<file path="src/shared/amv_pkg.sv">
// Purpose: constants and types for the address map and vector decode block
// Assumes: 16-bit cpu addresses, 8-bit data
// Notes: register offsets are axi byte addresses
package amv_pkg;
  // cpu address map
  localparam logic [15:0] REG_BASE = 16'h0000;
  localparam logic [15:0] REG_LAST = 16'h00bf;
  localparam logic [15:0] RAM_BASE = 16'h00c0;
  localparam logic [15:0] STACK_LO = 16'h0100;
  localparam logic [15:0] STACK_HI = 16'h013f;
  localparam int RAM_BYTES = 512;
  localparam int PROG_BYTES = 16384;
  localparam logic [15:0] EXT_CTRL_CPU_OFFS = 16'h0008;
  // vector addresses (low byte of each pair)
  localparam logic [15:0] VEC_USB = 16'hfff0;
  localparam logic [15:0] VEC_SERIAL = 16'hfff2;
  localparam logic [15:0] VEC_TWI = 16'hfff4;
  localparam logic [15:0] VEC_TIMER = 16'hfff6;
  localparam logic [15:0] VEC_EXT = 16'hfff8;
  localparam logic [15:0] VEC_WAKE = 16'hfffa;
  localparam logic [15:0] VEC_TRAP = 16'hfffc;
  localparam logic [15:0] VEC_RESET = 16'hfffe;
  // source bit positions in status and mask
  localparam int SRC_USB = 0;
  localparam int SRC_SERIAL = 1;
  localparam int SRC_TWI = 2;
  localparam int SRC_TIMER = 3;
  localparam int SRC_EXT = 4;
  localparam int SRC_WAKE = 5;
  localparam int SRC_TRAP = 6;
  localparam int NSRC = 7;
  // axi register byte addresses
  localparam logic [7:0] A_EXT_CTRL = 8'h08;
  localparam logic [7:0] A_PEND = 8'h40;
  localparam logic [7:0] A_EVT_STAT = 8'h44;
  localparam logic [7:0] A_EVT_MASK = 8'h48;
  localparam logic [7:0] A_CPU_CTRL = 8'h4c;
  localparam logic [7:0] A_VEC_STAT = 8'h50;
  localparam logic [7:0] EXT_CTRL_RST = 8'h00;
  localparam logic [1:0] RESP_OKAY = 2'b00;
  localparam logic [1:0] RESP_SLVERR = 2'b10;
  // cpu control bits
  localparam int CC_MASK_BIT = 0;
  localparam int CC_HALT_BIT = 1;

  typedef enum logic [2:0] {
    REG_AREA = 3'b000,
    RAM_AREA = 3'b001,
    STACK_AREA = 3'b010,
    PROG_AREA = 3'b011,
    VEC_AREA = 3'b100,
    RSVD_AREA = 3'b101
  } amv_region_t;

  typedef struct packed {
    logic valid;
    logic [15:0] addr;
    logic [2:0] src;
  } amv_vec_t;
endpackage

</file>
<file path="src/rtl/amv_top.sv">
// Purpose: address map decode and interrupt vector selection
// Assumes: cpu address is synchronous to clk_i; axi4-lite register port
// Notes: trap wins over all others; the other vectors are given lowest-address-first priority
// Notes on behaviour
// - pins keep reset defaults while reset held
// - decode full 64k space from 16-bit address
// - register area, ram, program regions
// - stack confined to 0100h..013fh
// - top addresses hold reset and irq vectors
// - internal irqs vector fff0..fff7, no halt exit
// - eight external lines, each gated by its enable bit, share fff8 and wake
// - usb end-suspend at fffa, wakes halt
// - trap at fffc, unmaskable, no halt exit
// - masked requests stay pending until unmasked
//
// The AXI4-Lite register port is this design's own decision.
`timescale 1ns/1ps
`default_nettype none
module amv_top import amv_pkg::*; #(
  parameter int RAM_SIZE = RAM_BYTES,
  parameter int PROG_SIZE = PROG_BYTES
) (
  input wire logic clk_i,
  input wire logic rst_i,
  input wire logic [15:0] cpu_addr_i,
  input wire logic vec_ack_i,
  input wire logic trap_i,
  input wire logic usb_irq_i,
  input wire logic serial_irq_i,
  input wire logic twi_irq_i,
  input wire logic timer_irq_i,
  input wire logic usb_wake_i,
  input wire logic [7:0] ext_irq_i,
  output logic [2:0] region_o,
  output logic reserved_o,
  output logic vec_req_o,
  output logic [15:0] vec_addr_o,
  output logic halt_o,
  output logic [7:0] ext_irq_en_o,
  output logic irq_o,
  input wire logic [7:0] s_axi_awaddr,
  input wire logic s_axi_awvalid,
  output logic s_axi_awready,
  input wire logic [31:0] s_axi_wdata,
  input wire logic [3:0] s_axi_wstrb,
  input wire logic s_axi_wvalid,
  output logic s_axi_wready,
  output logic [1:0] s_axi_bresp,
  output logic s_axi_bvalid,
  input wire logic s_axi_bready,
  input wire logic [7:0] s_axi_araddr,
  input wire logic s_axi_arvalid,
  output logic s_axi_arready,
  output logic [31:0] s_axi_rdata,
  output logic [1:0] s_axi_rresp,
  output logic s_axi_rvalid,
  input wire logic s_axi_rready
);
  localparam logic [15:0] RAM_END = 16'(32'(RAM_BASE) + RAM_SIZE - 1);
  localparam logic [15:0] PROG_BASE = 16'(32'h10000 - PROG_SIZE);

  // region of a cpu address; reserved where nothing is mapped
  function automatic amv_region_t decode(input logic [15:0] a);
    if (a <= REG_LAST) return REG_AREA;
    if (a >= STACK_LO && a <= STACK_HI) return STACK_AREA;
    if (a >= RAM_BASE && a <= RAM_END) return RAM_AREA;
    if (a >= VEC_USB) return VEC_AREA;
    if (a >= PROG_BASE) return PROG_AREA;
    return RSVD_AREA;
  endfunction

  amv_region_t region_d;
  logic [7:0] ext_ctrl;
  logic [6:0] pend_q, stat_q, mask_q, raw;
  logic mask_flag_q, halt_q;
  amv_vec_t vec_d, vec_q;

  // decoded region is registered; reserved is flagged, not blocked
  always_comb region_d = decode(cpu_addr_i);

  always_ff @(posedge clk_i) begin
    if (rst_i) begin
      region_o <= 3'(REG_AREA);
      reserved_o <= 1'b0;
    end else begin
      region_o <= 3'(region_d);
      reserved_o <= (region_d == RSVD_AREA);
    end
  end

  // raw request vector; external lines gated by their enable bits
  always_comb begin
    raw = '0;
    raw[SRC_USB] = usb_irq_i;
    raw[SRC_SERIAL] = serial_irq_i;
    raw[SRC_TWI] = twi_irq_i;
    raw[SRC_TIMER] = timer_irq_i;
    raw[SRC_EXT] = |(ext_irq_i & ext_ctrl);
    raw[SRC_WAKE] = usb_wake_i;
    raw[SRC_TRAP] = trap_i;
  end

  // winning vector: trap ignores the mask, others wait while it is set
  always_comb begin
    vec_d = '0;
    if (pend_q[SRC_TRAP]) begin
      vec_d = '{valid: 1'b1, addr: VEC_TRAP, src: 3'(SRC_TRAP)};
    end else if (!mask_flag_q) begin
      for (int i = SRC_WAKE; i >= 0; i--) begin
        if (pend_q[i]) begin
          vec_d = '{valid: 1'b1, addr: 16'(VEC_USB + 16'(2 * i)), src: 3'(i)};
        end
      end
    end
  end

  // pending latch; set wins over the acknowledge clear
  always_ff @(posedge clk_i) begin
    if (rst_i) begin
      pend_q <= '0;
    end else begin
      pend_q <= (pend_q & ~((vec_ack_i && vec_q.valid) ? 7'(1 << vec_q.src) : 7'h00))
        | raw;
    end
  end

  // vector output; reset vector is shown while reset is held
  always_ff @(posedge clk_i) begin
    if (rst_i) begin
      vec_q <= '{valid: 1'b1, addr: VEC_RESET, src: 3'h7};
    end else if (vec_ack_i && vec_q.valid) begin
      vec_q <= '0; // one cycle gap before next vector
    end else if (!vec_q.valid) begin
      // a shown vector stands until fetched, so a slow cpu never sees it vanish
      vec_q <= vec_d;
    end
  end
  assign vec_req_o = vec_q.valid;
  assign vec_addr_o = vec_q.addr;

  // mask flag and halt state; entry sets the mask like the cpu does
  logic cpu_wr;
  logic [31:0] wdata_q;
  logic [7:0] waddr_q;
  always_ff @(posedge clk_i) begin
    if (rst_i) begin
      mask_flag_q <= 1'b1;
      halt_q <= 1'b0;
    end else begin
      if (vec_ack_i && vec_q.valid) mask_flag_q <= 1'b1;
      else if (cpu_wr) mask_flag_q <= wdata_q[CC_MASK_BIT];
      if (raw[SRC_EXT] || raw[SRC_WAKE]) halt_q <= 1'b0;
      else if (cpu_wr && wdata_q[CC_HALT_BIT]) halt_q <= 1'b1;
    end
  end
  assign halt_o = halt_q;

  // axi4-lite write: take aw and w in either order, answer after both
  logic aw_have, w_have, wr_go, rd_go;
  always_ff @(posedge clk_i) begin
    if (rst_i) begin
      aw_have <= 1'b0;
      w_have <= 1'b0;
      waddr_q <= 8'h00;
      wdata_q <= 32'h0;
      s_axi_bvalid <= 1'b0;
      s_axi_bresp <= RESP_OKAY;
      s_axi_awready <= 1'b0;
      s_axi_wready <= 1'b0;
    end else begin
      // ready mirrors an empty holding slot, registered so the bus sees a flop
      s_axi_awready <= !aw_have;
      s_axi_wready <= !w_have;
      if (s_axi_awvalid && s_axi_awready) begin
        aw_have <= 1'b1;
        waddr_q <= s_axi_awaddr;
        s_axi_awready <= 1'b0;
      end
      if (s_axi_wvalid && s_axi_wready) begin
        w_have <= 1'b1;
        wdata_q <= s_axi_wstrb[0] ? s_axi_wdata : 32'h0;
        s_axi_wready <= 1'b0;
      end
      if (wr_go) begin
        aw_have <= 1'b0;
        w_have <= 1'b0;
        s_axi_awready <= 1'b1;
        s_axi_wready <= 1'b1;
        s_axi_bvalid <= 1'b1;
        s_axi_bresp <= (waddr_q inside {A_EXT_CTRL, A_EVT_STAT, A_EVT_MASK, A_CPU_CTRL})
          ? RESP_OKAY : RESP_SLVERR;
      end else if (s_axi_bready) begin
        s_axi_bvalid <= 1'b0;
      end
    end
  end
  assign wr_go = aw_have && w_have && !s_axi_bvalid;
  assign cpu_wr = wr_go && waddr_q == A_CPU_CTRL;

  // sticky event status; write one clears, new events win
  always_ff @(posedge clk_i) begin
    if (rst_i) begin
      stat_q <= '0;
      mask_q <= '0;
    end else begin
      stat_q <= (stat_q & ~((wr_go && waddr_q == A_EVT_STAT) ? wdata_q[6:0] : 7'h00)) | raw;
      if (wr_go && waddr_q == A_EVT_MASK) mask_q <= wdata_q[6:0];
    end
  end

  always_ff @(posedge clk_i) begin
    if (rst_i) irq_o <= 1'b0;
    else irq_o <= |(stat_q & mask_q);
  end

  // external control byte lives in the bank; enables follow it
  logic [7:0] bank_rd;
  amv_regbank #(.DEPTH(4)) u_bank (
    .clk_i(clk_i),
    .rst_i(rst_i),
    .we_i(wr_go && waddr_q == A_EXT_CTRL),
    .waddr_i(2'b00),
    .wdata_i(wdata_q[7:0]),
    .raddr_i(2'b00),
    .rdata_o(bank_rd),
    .word0_o(ext_ctrl)
  );

  // enables held at default until reset release
  always_ff @(posedge clk_i) begin
    if (rst_i) ext_irq_en_o <= EXT_CTRL_RST;
    else ext_irq_en_o <= ext_ctrl;
  end

  // axi4-lite read: two-cycle answer so the bank read can settle
  logic rd_wait;
  logic [7:0] raddr_q;
  always_ff @(posedge clk_i) begin
    if (rst_i) begin
      rd_wait <= 1'b0;
      raddr_q <= 8'h00;
      s_axi_rvalid <= 1'b0;
      s_axi_rdata <= 32'h0;
      s_axi_rresp <= RESP_OKAY;
      s_axi_arready <= 1'b0;
    end else begin
      s_axi_arready <= !rd_wait && !s_axi_rvalid;
      if (rd_go) begin
        rd_wait <= 1'b1;
        raddr_q <= s_axi_araddr;
        s_axi_arready <= 1'b0;
      end
      if (rd_wait) begin
        rd_wait <= 1'b0;
        s_axi_rvalid <= 1'b1;
        s_axi_rresp <= RESP_OKAY;
        unique case (raddr_q)
          A_EXT_CTRL: s_axi_rdata <= {24'h0, bank_rd};
          A_PEND: s_axi_rdata <= {25'h0, pend_q};
          A_EVT_STAT: s_axi_rdata <= {25'h0, stat_q};
          A_EVT_MASK: s_axi_rdata <= {25'h0, mask_q};
          A_CPU_CTRL: s_axi_rdata <= {30'h0, halt_q, mask_flag_q};
          A_VEC_STAT: s_axi_rdata <= {15'h0, vec_q.valid, vec_q.addr};
          default: begin
            s_axi_rdata <= 32'h0;
            s_axi_rresp <= RESP_SLVERR;
          end
        endcase
      end else if (s_axi_rready && s_axi_rvalid) begin
        s_axi_rvalid <= 1'b0;
        s_axi_arready <= 1'b1; // free again once the answer is taken
      end
    end
  end
  assign rd_go = s_axi_arvalid && s_axi_arready;

  // checks
  a_trap_unmasked: assert property (@(posedge clk_i) disable iff (rst_i)
    pend_q[SRC_TRAP] && !(vec_ack_i && vec_q.valid) |=> vec_q.valid)
    else $error("pending trap gave no vector");
  a_mask_blocks: assert property (@(posedge clk_i) disable iff (rst_i)
    $past(mask_flag_q) && !$past(vec_q.valid) && !$past(pend_q[SRC_TRAP]) |-> !vec_q.valid)
    else $error("vector issued while masked");
  a_pend_hold: assert property (@(posedge clk_i) disable iff (rst_i)
    pend_q[SRC_TIMER] && mask_flag_q |=> pend_q[SRC_TIMER])
    else $error("masked request lost");
  a_wake_ext: assert property (@(posedge clk_i) disable iff (rst_i)
    halt_q && raw[SRC_EXT] |=> !halt_q)
    else $error("external irq did not wake");
  a_wake_usb: assert property (@(posedge clk_i) disable iff (rst_i)
    raw[SRC_WAKE] |=> !halt_q)
    else $error("usb wake did not end halt");
  a_timer_nowake: assert property (@(posedge clk_i) disable iff (rst_i)
    halt_q && !raw[SRC_EXT] && !raw[SRC_WAKE] && !cpu_wr |=> halt_q)
    else $error("halt left without wake source");
  a_reset_vec: assert property (@(posedge clk_i)
    rst_i |=> vec_q.addr == VEC_RESET && vec_q.valid && !halt_q)
    else $error("reset vector wrong");
  a_stack_map: assert property (@(posedge clk_i) disable iff (rst_i)
    cpu_addr_i >= STACK_LO && cpu_addr_i <= STACK_HI |=> region_o == 3'(STACK_AREA))
    else $error("stack window misdecoded");
  a_vec_map: assert property (@(posedge clk_i) disable iff (rst_i)
    vec_q.valid |-> vec_q.addr >= VEC_USB && vec_q.addr[0] == 1'b0)
    else $error("vector outside top area");
  a_vec_stands: assert property (@(posedge clk_i) disable iff (rst_i)
    vec_q.valid && !vec_ack_i |=> vec_q.valid && $stable(vec_q.addr))
    else $error("vector dropped before fetch");
  a_irq_level: assert property (@(posedge clk_i) disable iff (rst_i)
    |(stat_q & mask_q) |=> irq_o)
    else $error("unmasked event gave no interrupt");
endmodule
`default_nettype wire

</file>
<file path="src/rtl/amv_regbank.sv">
// Purpose: byte register bank for the external interrupt control bytes
// Assumes: one write port, registered read
// Notes: read data comes out of a flip-flop
`timescale 1ns/1ps
`default_nettype none
module amv_regbank import amv_pkg::*; #(
  parameter int DEPTH = 4
) (
  input wire logic clk_i,
  input wire logic rst_i,
  input wire logic we_i,
  input wire logic [$clog2(DEPTH)-1:0] waddr_i,
  input wire logic [7:0] wdata_i,
  input wire logic [$clog2(DEPTH)-1:0] raddr_i,
  output logic [7:0] rdata_o,
  output logic [7:0] word0_o
);
  logic [7:0] mem_q [DEPTH];

  // writes, all bytes reset to the documented value
  always_ff @(posedge clk_i) begin
    if (rst_i) begin
      for (int i = 0; i < DEPTH; i++) begin
        mem_q[i] <= EXT_CTRL_RST;
      end
    end else if (we_i) begin
      mem_q[waddr_i] <= wdata_i;
    end
  end

  // registered read port
  always_ff @(posedge clk_i) begin
    if (rst_i) begin
      rdata_o <= 8'h00;
    end else begin
      rdata_o <= mem_q[raddr_i];
    end
  end

  assign word0_o = mem_q[0];
endmodule
`default_nettype wire

</file>
<file path="config.mk">
export PLATFORM = sky130hd
export DESIGN_NAME = amv_top
export DESIGN_NICKNAME = d
export VERILOG_FILES = /design/src/shared/amv_pkg.sv /design/src/rtl/amv_top.sv /design/src/rtl/amv_regbank.sv
export SDC_FILE = /design/constraint.sdc
export NUM_CORES = 1
export LEC_CHECK = 0
export ABC_AREA = 1
export BUFFER_PORTS_ARGS = -buffer_cell sky130_fd_sc_hd__buf_4
export CAP_MARGIN = 20
export CORE_MARGIN = 2
export CORE_UTILIZATION = 52
export DETAILED_ROUTE_END_ITERATION = 10
export PLACE_DENSITY = 0.89
export SLEW_MARGIN = 20
export SYNTH_ARGS = -nofsm -noshare
export SYNTH_HDL_FRONTEND = slang
export SYNTH_SLANG_ARGS = --single-unit
</file>
<file path="constraint.sdc">
create_clock -name clk_i -period 2.2 [get_ports clk_i]
set_input_delay 0.33 -clock clk_i [delete_from_list [all_inputs] [get_ports clk_i]]
set_output_delay 0.33 -clock clk_i [all_outputs]
set_load 0.01 [all_outputs]
</file>
==> reports/qor.csv <==
metric,value,unit
post-synth-top-area-fraction,0.391,
synth_edf_count,8,
clk_root_buffer_cell,sky130_fd_sc_hd__clkbuf_8,
postCtsSetupRepairBufs,0,
hold_viol_final,0,
p_int,2.57,mW
floorplan.initialDensity,0.532,
vias,3998,
fin_worst_skew,6.01,ps
pin_count,162,
synthDominantAreaCellType,sky130_fd_sc_hd__dfxtp_1,
antennaDiodeCount,0,
clockBufferDepth,2,
core_area,8180,sq um
maxCapViolations,0,
synthesis.instances,567,
numPlacedInstances,750,
finalNonFillerCells,766,
netlist-cell-type-count,39,
cp_data_arrival_time,1900,ps
routed_wirelength,10.4,mm
layout_commonest_cell,sky130_fd_sc_hd__buf_4,
place_hpwl,7.95,mm
syn-cell-area,4350,sq um
drt.antenna.violating_nets,0,
clock_tree.htree_level_count,3,
tritoncts,done,
synth.ff_latch_count,93,
power_frac_comb,0.147,
crit_slowest_cell,sky130_fd_sc_hd__nor2_2,
slew_headroom,0.642,
fillCellCount,691,
power.share.switching,0.271,
cts_resized,0,
post_route_cells_drive_above_1_share,0.245,
pin_count_of_the_biggest_net_entering_global_routing,32,
timing.setup.tns,0,ps
core.rowCount,33,
critical-path-top-cell-by-count,sky130_fd_sc_hd__nand2_1,
hold_path_cell_cnt,4,
gp_congestion,0.921,
fin_hold_ws,222,ps
cp-start-kind,register,
clk_latency,350,ps
dr.first_iter.drc_count,301,
seq_power_share,0.530,
crit_chain,inv_2 > nand2_1 > nor2_2 > nand2_2 > o21ai_0 > inv_1 > nand2_1 > nand3_1 > nand2_1,
total_leakage_power,2.42,nW
switching_power,955,uW
chipWidth,95.5,microns
grt_pass1_vias,3616,
hold_path.class,in -> reg,
criticalPathCategory,reg -> reg,
commonest_cells_after_routing_fill_and_taps_aside,"sky130_fd_sc_hd__buf_4, sky130_fd_sc_hd__dfxtp_1, sky130_fd_sc_hd__nand2_1",
synth.area.top_cells,"sky130_fd_sc_hd__dfxtp_1, sky130_fd_sc_hd__nand2_1, sky130_fd_sc_hd__buf_4",
port_buffers,112,
cts_hold_buffers,0,
drt_pre_antenna_iters,6,
grt_setup_unrepaired,no,
setup_viol,0,
cts_made_buffers,9,
final-max-slew-violation-count,0,
outcome,"finished, final reports clean",
final_core_util,0.638,
antenna_found_initial,0,
p_per_area,675,nW/um^2
layout-area-overhead-vs-synth,20.0,%
synth_warnings,0,
die_h,95.5,microns
fmaxAchievable,625,MHz
worstMarginPinSlew,535,ps
cts.sinks,93,
crit_required,2500,ps
remaining_drc_errors,0,
synthArstFlopShare,0,
synth-seq-area-share,0.446,
post-route-min-period,1600,ps
clock_transition_time_at_the_flip_flop_clock_pins_of_the_worst_setup_and_hold_paths,90,ps
grt_pass1_wl,16.5,mm
vias_per_cell,5.22,
synth_area_per_cell,7.67,sq um
grt_remaining_overflow,0,
total_power_draw,3.52,mW
end_kind,register,
worst-path-max-fanout,12,
critPathMaxStageDelay,430,ps
synthFlopType,sky130_fd_sc_hd__dfxtp_1,
reg2reg_depth,9,
peakVddDrop,369,uV
groute.usage.overall,0.230,
drt-wirelength-per-cell,13.6,microns
share_of_the_clock_period_used_by_the_worst_path,0.727,
pwr-share-clk,0.323,
finalNetCount,746,
dieArea,9110,sq um
synth_stat cells (all sizes together) (4+ instances only):
cell / instances
buf: 42
o21ai: 52
a22o: 4
nand2: 81
clkbuf: 11
dfxtp: 85
edfxtp: 8
a211oi: 8
nand4: 4
a21oi: 55
nor2: 75
inv: 78
nand3: 44
o211ai: 5
cell families after synthesis:
logic type,synth area share
buffers and inverters,0.155
flip-flops,0.446
other,0.000862
AO/OA/AOI/OAI,0.166
AND/OR/NAND/NOR,0.232
sequential cells by signal, summed over array words and instances, names as in the netlist, 3 cells and up:
name / flops
s_axi_rdata: 10
ext_irq_en_o: 8
raddr_q: 8
u_bank.mem_q: 8
waddr_q: 8
wdata_q: 8
mask_q: 7
pend_q: 7
stat_q: 7
vec_addr_o: 4
region_o: 3
critical path: cells and delay by family (launching register included):
family,cells,cell delay [ps]
compound gates,1,170
flops,1,350
simple gates,6,890
buf+inv,2,120
path summary, 6_finish.rpt:
| path | slack, ps | endpoint | from |
|---|---|---|---|
| max | 600 | s_axi_rdata[4] | raddr_q[2] |
| min | 220 | s_axi_bvalid | s_axi_bready |
| max reg2reg | 600 | s_axi_rdata[4] | raddr_q[2] |
| min reg2reg | 460 | s_axi_rdata[4] | s_axi_rdata[4] |
area by class of cell:
cell class	count	area [sq um]	area share
multi-input cells	360	1800	0.344
clock buffers	11	141	0.0271
clock inverters	5	58.8	0.0113
repair buffers	114	856	0.164
inverters	78	293	0.0561
well taps	105	131	0.0252
flip-flops and latches	93	1940	0.372
routing by layer:
| metal | vias to the layer above | global-route usage | wire length, microns |
|---|---|---|---|
| met5 | - | 0 | 0 |
| met4 | 0 | 0.0881 | 286 |
| met3 | 25 | 0.0482 | 726 |
| met2 | 176 | 0.388 | 5050 |
| met1 | 1834 | 0.290 | 4370 |
| li1 | 1963 | - | - |
power groups by stage:
stage | registers (mW) | logic (mW) | clock network, mW
finish | 1.87 | 0.519 | 1.14
global route | 1.88 | 0.575 | 1.22
CTS | 1.86 | 0.517 | 1.15
detailed placement | 1.90 | 0.514 | 0
global placement | 1.90 | 0.494 | 0
floorplan | 1.90 | 0.344 | 0
per-stage QoR:
| step | setup slack, ps | cell area [sq um] |
|---|---|---|
| 2_1_floorplan | 880 | 4410 |
| 3_3_place_gp | 699 | 5020 |
| 3_5_place_dp | 601 | 5020 |
| 4_1_cts | 640 | 5220 |
| 5_1_grt | 430 | 5220 |
| 6_report | 601 | 5220 |
Power figures use the tool's default switching activity.
